==> src/logic/servo_stop_pkg.sv <==
// constants, types and object layout for the servo stop sequencer
// assumes one 25 MHz clock and host-driven object access
// How it works
// - three stop methods: reverse, coast, dynamic
// - reverse method drives torque against rotation
// - coast cuts power, no active deceleration
// - post-stop states: free, dynamic brake, brake-hold
// - disable stop uses disable selection
// - reverse torque magnitude from brake torque setting
// - decel ends on timeout or zero speed
// - decel end: brake applied, dynamic brake on only for dynamic brake post-stop state
// - alarm stop uses alarm selection
// - brake output high means brake released
// - ack first, commands permitted after holdoff
// - nonzero pulse setting wins, else feed constant
// - pulse setting 0..8388608, applied on restart
// - encoder fixed at 23 bits, 8388608 counts
// - feed differs: encoder increments over feed
// - feed equals: motor revolutions over feed
// - gear objects 1..2147483647, default one
// - encoder resolution read-only 32-bit object
package servo_stop_pkg;
	// clock and timing
	localparam int unsigned CLK_NS        = 40;
	localparam int unsigned MS_NS         = 1000000;
	localparam int unsigned MS_CYCLES_DEF = MS_NS / CLK_NS;
	localparam logic [15:0] CMD_HOLDOFF_MS = 16'h0064;
	// encoder and range limits
	localparam logic [31:0] ENC_COUNTS  = 32'h0080_0000;
	localparam logic [31:0] PPR_MAX     = 32'h0080_0000;
	localparam logic [31:0] GEAR_MAX    = 32'h7FFF_FFFF;
	localparam logic [31:0] MIN_DIV     = 32'h0000_1F40;
	localparam logic [31:0] PPR_MIN_CMD = (ENC_COUNTS + MIN_DIV - 32'h1) / MIN_DIV;
	// object indices and subindices
	localparam logic [15:0] IDX_PPR     = 16'h2008;
	localparam logic [15:0] IDX_ENC_RES = 16'h608F;
	localparam logic [15:0] IDX_GEAR    = 16'h6091;
	localparam logic [15:0] IDX_FEED    = 16'h6092;
	localparam logic [7:0]  SUB_PPR     = 8'h00;
	localparam logic [7:0]  SUB_ENC_RES = 8'h01;
	localparam logic [7:0]  SUB_MOTOR   = 8'h01;
	localparam logic [7:0]  SUB_SHAFT   = 8'h02;
	localparam logic [7:0]  SUB_FEED    = 8'h01;
	// reset values
	localparam logic [31:0] PPR_RST     = 32'h0000_0000;
	localparam logic [31:0] ENC_RES_RST = 32'h0000_0000;
	localparam logic [31:0] GEAR_RST    = 32'h0000_0001;
	localparam logic [31:0] FEED_RST    = 32'h0000_2710;

	typedef enum logic [1:0] {
		METH_REVERSE = 2'h0,
		METH_COAST   = 2'h1,
		METH_DYN     = 2'h2
	} stop_method_t;

	typedef enum logic [1:0] {
		POST_FREE = 2'h0,
		POST_DYN  = 2'h1,
		POST_HOLD = 2'h2
	} post_state_t;

	typedef enum logic [2:0] {
		ST_STOPPED = 3'b001,
		ST_RUN     = 3'b010,
		ST_DECEL   = 3'b100
	} stop_state_t;

	typedef struct packed {
		logic [1:0] post;
		logic [1:0] method;
	} stop_select_t;

	typedef struct packed {
		logic        write;
		logic [15:0] index;
		logic [7:0]  sub;
		logic [31:0] data;
	} obj_req_t;

	typedef struct packed {
		logic [31:0] num;
		logic [31:0] den;
	} gear_t;
endpackage : servo_stop_pkg

==> src/logic/gear_ratio_select.sv <==
// electronic gear ratio source selection with divisor guard
// assumes inputs are stable configuration registers
`timescale 1ns/10ps
`default_nettype none
module gear_ratio_select
	import servo_stop_pkg::*;
(
	input  wire logic        clk_sys,
	input  wire logic        nrst,
	input  wire logic [31:0] pprApplied,
	input  wire logic [31:0] encRes,
	input  wire logic [31:0] motorRev,
	input  wire logic [31:0] feed,
	output gear_t            gearRatio,
	output logic             gearFromSetting,
	output logic             gearClamped,
	output logic             pprTooLow
);
	gear_t next_gear;
	logic  next_clamped;

	////////////////////////////////////////////////////////////////
	// pick numerator and denominator source
	always_comb begin
		next_clamped = 1'b0;
		if (pprApplied != 32'h0) begin
			next_gear.num = ENC_COUNTS;
			next_gear.den = pprApplied;
		end else if (feed != encRes) begin
			next_gear.num = encRes;
			next_gear.den = feed;
		end else begin
			next_gear.num = motorRev;
			next_gear.den = feed;
		end
		// a zero divisor would poison the scaling divider downstream
		if (next_gear.den == 32'h0) begin
			next_gear.den = 32'h1;
			next_clamped = 1'b1;
		end
	end

	////////////////////////////////////////////////////////////////
	// registered ratio outputs
	always_ff @(posedge clk_sys) begin
		if (!nrst) begin
			gearRatio       <= '{num: GEAR_RST, den: GEAR_RST};
			gearFromSetting <= 1'b0;
			gearClamped     <= 1'b0;
			pprTooLow       <= 1'b0;
		end else begin
			gearRatio       <= next_gear;
			gearFromSetting <= pprApplied != 32'h0;
			gearClamped     <= next_clamped;
			// flag only; the host owns keeping this legal
			pprTooLow       <= (pprApplied != 32'h0) && (pprApplied < PPR_MIN_CMD);
		end
	end
endmodule : gear_ratio_select
`default_nettype wire

==> src/logic/servo_stop_and_gear_ratio.sv <==
// servo stop sequencer, brake and enable acknowledge, gear objects
// assumes synchronous inputs; host drives object requests one per cycle
`timescale 1ns/10ps
`default_nettype none
module servo_stop_and_gear_ratio
	import servo_stop_pkg::*;
#(
	parameter int unsigned MS_CYCLES = MS_CYCLES_DEF
) (
	input  wire logic               clk_sys,
	input  wire logic               nrst,
	input  wire logic               servoEnable,
	input  wire logic               alarm,
	input  wire logic               restartReq,
	input  wire logic signed [31:0] motorSpeed,
	input  wire stop_select_t       disableStopSelect,
	input  wire stop_select_t       alarmStopSelect,
	input  wire logic [15:0]        stopBrakeTorque,
	input  wire logic [15:0]        stopDecelTimeout,
	input  wire logic [31:0]        stopZeroSpeedLevel,
	input  wire logic               objValid,
	input  wire obj_req_t           objReq,
	output logic                    objAck,
	output logic                    objError,
	output logic [31:0]             objRdData,
	output logic                    powerOn,
	output logic                    dynBrakeOn,
	output logic                    brakeReleaseAsserted,
	output logic                    servoOnAck,
	output logic                    cmdPermitted,
	output logic                    stopActive,
	output logic signed [31:0]      torqueCmd,
	output gear_t                   gearRatio,
	output logic                    gearFromSetting,
	output logic                    gearClamped,
	output logic                    pprTooLow
);
	stop_state_t  state;
	stop_state_t  next_state;
	stop_select_t activeSel;
	logic         alarmStop;
	logic         enPrev;
	logic         enRise;
	logic         stateChange;
	logic [31:0]  msDiv;
	logic         msTick;
	logic [15:0]  msCount;
	logic [31:0]  speedMag;
	logic         belowZero;
	logic         decelDone;
	logic signed [31:0] brakeTorque;

	logic [31:0]  pprSetting;
	logic [31:0]  pprApplied;
	logic [31:0]  encRes;
	logic [31:0]  motorRev;
	logic [31:0]  shaftRev;
	logic [31:0]  feed;
	logic [4:0]   sel;
	logic         hit;
	logic         readOnly;
	logic         inRange;
	logic         gearOk;
	logic         wrOk;
	logic [31:0]  rdVal;

	////////////////////////////////////////////////////////////////
	// millisecond enable, restarted on every state change
	assign stateChange = state != next_state;
	assign msTick      = msDiv == MS_CYCLES - 1;

	always_ff @(posedge clk_sys) begin
		if (!nrst || stateChange || msTick) begin
			msDiv <= 32'h0;
		end else begin
			msDiv <= msDiv + 32'h1;
		end
	end

	// elapsed milliseconds in the present state, saturating
	always_ff @(posedge clk_sys) begin
		if (!nrst || stateChange) begin
			msCount <= 16'h0;
		end else if (msTick && msCount != 16'hFFFF) begin
			msCount <= msCount + 16'h1;
		end
	end

	////////////////////////////////////////////////////////////////
	// enable edge; a held enable never restarts after an alarm stop
	assign enRise = servoEnable && !enPrev;

	always_ff @(posedge clk_sys) begin
		if (!nrst) begin
			enPrev <= 1'b0;
		end else begin
			enPrev <= servoEnable;
		end
	end

	////////////////////////////////////////////////////////////////
	// end of deceleration: zero speed or timeout, first wins
	assign speedMag  = motorSpeed[31] ? 32'(-motorSpeed) : 32'(motorSpeed);
	assign belowZero = speedMag < stopZeroSpeedLevel;
	assign decelDone = belowZero || (msCount >= stopDecelTimeout);

	// reverse torque opposes the present rotation
	assign brakeTorque = motorSpeed[31] ? $signed({16'h0, stopBrakeTorque})
	                                    : -$signed({16'h0, stopBrakeTorque});

	////////////////////////////////////////////////////////////////
	// sequencer next state
	always_comb begin
		next_state = state;
		unique case (state)
			ST_STOPPED: begin
				if (enRise && !alarm) begin
					next_state = ST_RUN;
				end
			end
			ST_RUN: begin
				if (alarm || !servoEnable) begin
					next_state = ST_DECEL;
				end
			end
			ST_DECEL: begin
				if (decelDone) begin
					next_state = ST_STOPPED;
				end
			end
			default: begin
				next_state = ST_STOPPED;
			end
		endcase
	end

	always_ff @(posedge clk_sys) begin
		if (!nrst) begin
			state <= ST_STOPPED;
		end else begin
			state <= next_state;
		end
	end

	////////////////////////////////////////////////////////////////
	// stop selection latch; alarm overrides a running disable stop
	always_ff @(posedge clk_sys) begin
		if (!nrst) begin
			activeSel <= '{post: POST_FREE, method: METH_COAST};
			alarmStop <= 1'b0;
		end else if (state == ST_RUN && alarm) begin
			activeSel <= alarmStopSelect;
			alarmStop <= 1'b1;
		end else if (state == ST_RUN && !servoEnable) begin
			activeSel <= disableStopSelect;
			alarmStop <= 1'b0;
		end else if (state == ST_DECEL && alarm && !alarmStop) begin
			activeSel <= alarmStopSelect;
			alarmStop <= 1'b1;
		end
	end

	////////////////////////////////////////////////////////////////
	// power stage, brake and acknowledge; outputs lag state by one cycle
	always_ff @(posedge clk_sys) begin
		if (!nrst) begin
			powerOn              <= 1'b0;
			dynBrakeOn           <= 1'b0;
			brakeReleaseAsserted <= 1'b0;
			servoOnAck           <= 1'b0;
			stopActive           <= 1'b0;
			torqueCmd            <= 32'sh0;
		end else begin
			unique case (state)
				ST_RUN: begin
					powerOn              <= 1'b1;
					dynBrakeOn           <= 1'b0;
					brakeReleaseAsserted <= 1'b1;
					servoOnAck           <= 1'b1;
					stopActive           <= 1'b0;
					torqueCmd            <= 32'sh0;
				end
				ST_DECEL: begin
					// brake stays released while the rotor may still move
					brakeReleaseAsserted <= 1'b1;
					servoOnAck           <= 1'b0;
					stopActive           <= 1'b1;
					// an unused method code falls back to coasting
					powerOn    <= activeSel.method == METH_REVERSE;
					dynBrakeOn <= activeSel.method == METH_DYN;
					torqueCmd  <= (activeSel.method == METH_REVERSE) ? brakeTorque : 32'sh0;
				end
				default: begin
					// stopped: power off, brake applied, post-stop state held
					powerOn              <= 1'b0;
					brakeReleaseAsserted <= 1'b0;
					dynBrakeOn           <= activeSel.post == POST_DYN;
					servoOnAck           <= 1'b0;
					stopActive           <= 1'b0;
					torqueCmd            <= 32'sh0;
				end
			endcase
		end
	end

	// commands permitted only after a holdoff behind the acknowledge
	always_ff @(posedge clk_sys) begin
		if (!nrst) begin
			cmdPermitted <= 1'b0;
		end else begin
			cmdPermitted <= state == ST_RUN && msCount >= CMD_HOLDOFF_MS;
		end
	end

	////////////////////////////////////////////////////////////////
	// object decode and range check
	assign gearOk = objReq.data != 32'h0 && objReq.data <= GEAR_MAX;

	always_comb begin
		sel      = 5'h0;
		hit      = 1'b1;
		readOnly = 1'b0;
		inRange  = 1'b1;
		rdVal    = 32'h0;
		case ({objReq.index, objReq.sub})
			{IDX_PPR, SUB_PPR}: begin
				sel[0]  = 1'b1;
				rdVal   = pprSetting;
				inRange = objReq.data <= PPR_MAX;
			end
			{IDX_ENC_RES, SUB_ENC_RES}: begin
				sel[1]   = 1'b1;
				rdVal    = encRes;
				readOnly = 1'b1;
			end
			{IDX_GEAR, SUB_MOTOR}: begin
				sel[2]  = 1'b1;
				rdVal   = motorRev;
				inRange = gearOk;
			end
			{IDX_GEAR, SUB_SHAFT}: begin
				sel[3]  = 1'b1;
				rdVal   = shaftRev;
				inRange = gearOk;
			end
			{IDX_FEED, SUB_FEED}: begin
				sel[4]  = 1'b1;
				rdVal   = feed;
				inRange = gearOk;
			end
			default: begin
				hit = 1'b0;
			end
		endcase
	end

	// refused writes leave the stored value untouched
	assign wrOk = objValid && objReq.write && hit && !readOnly && inRange;

	////////////////////////////////////////////////////////////////
	// pulses per revolution: live copy and restart-applied copy
	always_ff @(posedge clk_sys) begin
		if (!nrst) begin
			pprSetting <= PPR_RST;
		end else if (wrOk && sel[0]) begin
			pprSetting <= objReq.data;
		end
	end

	always_ff @(posedge clk_sys) begin
		if (!nrst) begin
			pprApplied <= PPR_RST;
		end else if (restartReq) begin
			pprApplied <= pprSetting;
		end
	end

	// encoder resolution is filled in once the encoder is known
	always_ff @(posedge clk_sys) begin
		if (!nrst) begin
			encRes <= ENC_RES_RST;
		end else begin
			encRes <= ENC_COUNTS;
		end
	end

	// gear numerator, denominator and feed constant
	always_ff @(posedge clk_sys) begin
		if (!nrst) begin
			motorRev <= GEAR_RST;
			shaftRev <= GEAR_RST;
			feed     <= FEED_RST;
		end else if (wrOk) begin
			if (sel[2]) begin
				motorRev <= objReq.data;
			end
			if (sel[3]) begin
				shaftRev <= objReq.data;
			end
			if (sel[4]) begin
				feed <= objReq.data;
			end
		end
	end

	////////////////////////////////////////////////////////////////
	// object answer, one cycle after the request
	always_ff @(posedge clk_sys) begin
		if (!nrst) begin
			objAck    <= 1'b0;
			objError  <= 1'b0;
			objRdData <= 32'h0;
		end else begin
			objAck   <= objValid;
			objError <= objValid && (!hit || (objReq.write && (readOnly || !inRange)));
			if (objValid && !objReq.write && hit) begin
				objRdData <= rdVal;
			end
		end
	end

	////////////////////////////////////////////////////////////////
	// gear ratio selection
	gear_ratio_select gearSel (
		.clk_sys         (clk_sys),
		.nrst            (nrst),
		.pprApplied      (pprApplied),
		.encRes          (encRes),
		.motorRev        (motorRev),
		.feed            (feed),
		.gearRatio       (gearRatio),
		.gearFromSetting (gearFromSetting),
		.gearClamped     (gearClamped),
		.pprTooLow       (pprTooLow)
	);
endmodule : servo_stop_and_gear_ratio
`default_nettype wire

==> config.mk <==
export PLATFORM = sky130hd
export DESIGN_NAME = servo_stop_and_gear_ratio
export DESIGN_NICKNAME = d
export VERILOG_FILES = /design/src/logic/servo_stop_pkg.sv /design/src/logic/gear_ratio_select.sv /design/src/logic/servo_stop_and_gear_ratio.sv
export SDC_FILE = /design/constraint.sdc
export NUM_CORES = 1
export LEC_CHECK = 0
export BUFFER_PORTS_ARGS = -buffer_cell sky130_fd_sc_hd__clkbuf_2
export CAP_MARGIN = 25
export CORE_AREA = 2 2 211 213
export CTS_CLUSTER_DIAMETER = 50
export DETAILED_ROUTE_END_ITERATION = 16
export DIE_AREA = 0 0 213 215
export SLEW_MARGIN = 10
export SYNTH_ARGS = -nofsm -noshare
export SYNTH_HDL_FRONTEND = slang
export SYNTH_SLANG_ARGS = --single-unit
==> constraint.sdc <==
create_clock -name clk_sys -period 7.1 [get_ports clk_sys]
set_clock_uncertainty 0.2 [all_clocks]
set_input_delay 0.355 -clock clk_sys [delete_from_list [all_inputs] [get_ports clk_sys]]
set_output_delay 0.355 -clock clk_sys [all_outputs]
set_load 0.005 [all_outputs]
==> impl_metrics.toml, run 1 <==
[sta]
fmax_mhz = 223
fin_crit_sh = 0.633
tightest_slew_ps = 908
setup_viol = 0
setup_ws_ps = 2610
fin_hold_ws_ps = 25.8
finalHoldViolations = 0
post-route-min-period_ps = 4490
maxSlewHeadroom = 0.390
drv_slew = 0
tns_ps = 0
rsz0062_at_grt = "no"

[cells_and_area]
nets = 2217
n_antenna_cell = 0
fillers = 4193
drive_above_1_share = 0.211
syn_to_final_growth_pct = 27.4
fin_area_um2 = 20200

[clock_tree]
htreeDepth = 2
path_clk_slew_ps = 60
numCtsBuffers = 44
clock_latency_ps = 550
cts_root_buffer = "clkbuf_16"
cts_sinks = 356
clockBufferDepth = 3
cts_tree = "built"

[placement]
dpl_worst_slack_ps = 1550
dp_hpwl_um = 31800
gp_congestion = 0.858
post_dp_cell_area_um2 = 18000
port_buffers = 305

[setup_path]
cp-start-kind = "input pin"
crit_fanout = 23
path_class = "input pin to register"
arrival_ps = 4780
cp-end-kind = "register"
required_ps = 7390

[routing]
drc = 0
vias = 13300
drt_iter0_markers = 624
via_per_inst = 5.06
ant_nets = 0
wire_per_inst_um = 17.2
wirelength_um = 45200
dr.pass1.iters = 5

[synth]
syn_area_per_cell_um2 = 9.58
synthMuxAreaShare = 0.0997
synth_compound_area_frac = 0.115
synth-edff-count = 0
synth_ff_type = "dfxtp_1"
yosys.area.top_type = "dfxtp_1"
synth.top_cell.area_share = 0.449
synth-seq-cells = 356
yosys.area_share.adder = 0.0418
async_flop_share = 0
synth_area_leaders = "dfxtp_1 (45%), mux2i_1 (10%), nor2b_1 (6.0%), ha_1 (4.2%), xnor2_1 (3.1%)"
synth_xor_area_frac = 0.0469
synthSimpleGateAreaFrac = 0.209
yosysMostFrequentCell = "dfxtp_1"
syn_inst = 1656
yosys_warnings = 0
synth_cell_types = 62
synth_top_family_by_area = "simple AND/OR/NAND/NOR gates"
yosys-top-cells-count = "dfxtp_1 (356), mux2i_1 (158), nor2b_1 (153), nor2_1 (117), clkbuf_1 (64)"
syn_area_um2 = 15900
synth_nets = 1876
yosysSeqAreaShare = 0.449

[floorplan]
rows = 77
pin_count = 306
die_area_um2 = 45800
die_h_um = 215
initial_core_util = 0.363
die_width_um = 213
core-area_um2 = 43600

[grt]
antenna_found_initial = 4
grt_pass1_wl_um = 71600
grt-ovfl-total = 0
grt_pass1_vias = 13300
grt_start_max_net_pins = 104
grt_usage = 0.195

[power]
swShare = 0.225
clockPowerShare = 0.516
power_density_nw_per_um2 = 235
p_int_uw = 3670
p_leak_uw = 0.00948
switching_power_uw = 1070
peakVddDrop_mv = 0.157
power_uw = 4740
combPwrFrac = 0.061
seqPwrFrac = 0.423

[flow_run]
cap_violations = 0

[min_path]
hold_class = "input pin to register"

[outcome]
outcome = "finished, final reports clean"
layout make-up:
class                      count  area (µm²)  area share
tap                          592         741      0.0367
sequential                   356        7130       0.353
timing repair buffer         388        2330       0.115
inverter                      60         225      0.0111
multi-input combinational   1147        8180       0.405
clock buffer                  49        1170      0.0580
clock inverter                31         433      0.0214
metrics by stage:
step | utilization | instances
2_1_floorplan | - | 1656
3_3_place_gp | 0.411 | 2481
3_5_place_dp | 0.412 | 2483
4_1_cts | 0.462 | 2621
5_1_grt | 0.463 | 2623
6_report | 0.463 | 2623
routing by layer:
| layer | up-vias | wire, µm | GRT usage |
|---|---|---|---|
| li1 | 6529 | - | - |
| met1 | 6320 | 20100 | 0.248 |
| met2 | 321 | 21700 | 0.332 |
| met3 | 86 | 2250 | 0.0384 |
| met4 | 8 | 1100 | 0.0590 |
| met5 | - | 42 | 0 |
timing repair:
action / in CTS / in global routing
buffers inserted: 0 / 0
hold endpoints to repair: 142 / 0
hold buffers: 58 / 0
gates resized for setup: 0 / 0
path summary, 6_finish.rpt:
path / startpoint / to / slack [ps] / cells past startpoint
min: disableStopSelect[2] / activeSel[2] / 30 / 4
min reg2reg: msDiv[0] / msDiv[0] / 270 / 1
max reg2reg: pprApplied[15] / gearSel.gearRatio[32] / 3670 / 8
max: motorSpeed[7] / msCount[4] / 2610 / 17
critical path, cell delays in order:
cell,delay [ps]
clkbuf_2,100
or4_4,550
or4_1,440
or2_4,260
or4_1,630
nand2b_4,220
o21ai_1,160
xnor2_1,80
ha_1,320
nand4_1,160
nor4_1,390
nor2b_1,180
a41oi_1,70
a32o_1,370
buf_8,190
buf_4,180
nor2_1,100
layout by cell type, fill, tap and decap left out, types with 52 or more instances in the layout:
cell             n
clkbuf_2       304
inv_1           60
dfxtp_1        356
a22oi_1         63
ha_1            53
nand2_1         59
nand3_1         60
dlygate4sd3_1   58
a21oi_1         52
mux2i_1        158
xnor2_1         57
nor2_1         117
nor2b_1        153
kinds of logic (layout without fill, tap and decap cells):
logic type      count (synthesis)  count (layout)
fa+ha+maj                      53              53
buf+inv                       153             528
mux                           158             158
flops                         356             356
compound gates                248             248
simple gates                  603             603
xor+xnor                       85              85
sequential cells by signal, summed over array words and instances, names as in the netlist, 3 cells and up:
name               flops
gearSel.gearRatio     64
feed                  32
motorRev              32
msDiv                 32
objRdData             32
pprApplied            32
pprSetting            32
shaftRev              32
torqueCmd             31
msCount               16
activeSel              4
state                  3
power by group through the flow:
stage	Combinational (µW)	Sequential, µW	Clock (µW)
2_1_floorplan	145	2050	0
3_3_place_gp	250	2050	0
3_5_place_dp	258	2050	0
4_1_cts	286	2010	2500
5_1_grt	318	2000	2580
6_report	287	2010	2450
Power figures use the tool's default switching activity.
==> run 2, diff against run 1 <==
Clock period 7.1 ns to 3.6 ns, I/O delays scaled along.
==> impl_metrics.toml, run 2 (same netlist as run 1, synthesis figures left out) <==
[setup_path]
crit_fanout = 12
crit_chain = "buf_6, or4_4, or4_4, or2_4, or4_4, nand2b_4, o31ai_4, xnor2_1, ha_1, nand4_1, nor4_2, buf_4, a41oi_2, a32o_2, buf_4, buf_16, nor2b_1"
cp-end-kind = "register"
crit_path_frequent_cell = "or4_4"
r2r_cells = 8
path_depth = 17
startpoint = "motorSpeed[7]"
path_class = "input pin to register"
crit_buf_inv = 4
max_stage_delay_ps = 520
reg2reg_from = "pprApplied[23]"
slowest_stage = "or4_4"
arrival_ps = 4260
cp-start-kind = "input pin"
required_ps = 3880
path_delay_family = "simple AND/OR/NAND/NOR gates"

[flow_run]
cap_violations = 0

[routing]
wire_per_inst_um = 17.4
dr.pass1.iters = 5
via_per_inst = 5.06
ant_nets = 0
wirelength_um = 46600
vias = 13500
drc = 0
drt_iter0_markers = 791

[cells_and_area]
top_register = "gearSel.gearRatio"
final_cell_mix = "dfxtp_1 (356), clkbuf_2 (303), mux2i_1 (158), nor2b_1 (152), nor2_1 (106)"
fin_area_um2 = 20700
layout_commonest_cell = "dfxtp_1"
syn_to_final_growth_pct = 30.5
drive_above_1_share = 0.233
largest_register_ffs = 64
nets = 2269

[floorplan]
initial_core_util = 0.363
core-area_um2 = 43600
die_width_um = 213
die_h_um = 215
die_area_um2 = 45800
rows = 77
pin_count = 306

[sta]
tns_ps = -15810
setup_ws_ps = -381
post-route-min-period_ps = 3980
tightest_slew_ps = 997
drv_slew = 0
rsz0062_at_grt = "yes"
fin_crit_sh = 1.11
fin_hold_ws_ps = 125
fmax_mhz = 251
maxSlewHeadroom = 0.330
setup_viol = 50
finalHoldViolations = 0

[clock_tree]
clock_latency_ps = 550
cts_root_buffer = "clkbuf_16"
path_clk_slew_ps = 60
numCtsBuffers = 41
cts_sinks = 356
cts_tree = "built"
htreeDepth = 2
clockBufferDepth = 3

[outcome]
violations = "negative setup slack"
outcome = "finished, violations left"

[placement]
dp_hpwl_um = 32300
post_dp_cell_area_um2 = 18300
port_buffers = 305
gp_congestion = 0.864

[power]
p_leak_uw = 0.00970
power_uw = 8840
peakVddDrop_mv = 0.332
power_density_nw_per_um2 = 427

[min_path]
hold_depth = 3
min_from = "restartReq"
hold_class = "input pin to register"

[grt]
grt_start_max_net_pins = 91
grt-ovfl-total = 0
grt_pass1_wl_um = 73100
antenna_found_initial = 3
grt_usage = 0.199
grt_pass1_vias = 13600
-- run 2: changes by cell type in the layout (fill, tap and decap cells not counted), moves of 3 or more --
cell and change:
buf_12 +6, buf_16 +3, buf_4 +36, bufinv_16 -5, clkbuf_1 +5, clkbuf_16 -3
clkinv_4 -3, dlygate4sd3_1 +11, inv_8 -3, nor2_1 -11, nor2_2 +4, nor2_4 +7
o31ai_2 -3, o31ai_4 +3
-- run 2: routing by layer --
| metal | GRT usage | wire, µm | share of wire |
|---|---|---|---|
| met5 | 0 | 34 | 0.00073 |
| met4 | 0.0660 | 1280 | 0.028 |
| met3 | 0.0414 | 2650 | 0.057 |
| met2 | 0.338 | 22200 | 0.48 |
| met1 | 0.249 | 20400 | 0.44 |
-- run 2: worst reg2reg max path: stages, from the launching register on --
cell and delay (ps):
dfxtp_1 330, nor4_1 430, nand4_1 230, nor4_1 500
and4_1 420, nand2_1 80, nand2_1 230, buf_12 230
nor2_1 130
-- run 2: metrics by stage --
stage           util  cells  setup slack (ps)
3_3_place_gp   0.420   2520              -903
2_1_floorplan      -   1656              -621
4_1_cts        0.471   2668              -338
6_report       0.474   2673              -381
5_1_grt        0.474   2672              -515
3_5_place_dp   0.420   2520             -1010
-- run 2: final timing paths --
path                           endpoint  slack [ps]
setup / recovery              msDiv[22]        -380
setup reg to reg  gearSel.gearRatio[23]         710
hold / removal           pprApplied[11]         120
hold reg to reg                msDiv[0]         270
-- run 2: cell type report --
type                       count  area, µm²
antenna                        1       2.50
clock buffer                  52       1120
clock inverter                22        258
fill                        4152      22900
inverter                      60        225
multi-input combinational   1147       8320
sequential                   356       7130
tap                          592        741
timing repair buffer         443       2910
-- run 2: where the power goes --
group	internal (µW)	switching, µW
logic	326	324
clock network	2520	1710
registers	3950	6.78
-- run 2: timing repair --
action                                 4_1_cts  5_1_grt
endpoints found under the hold margin      168        0
setup endpoints to repair                   50       50
buffers inserted                             3        2
gates cloned                                 2        1
hold buffers                                69        0
gates resized for setup                      8       25
pin swaps                                    3       13
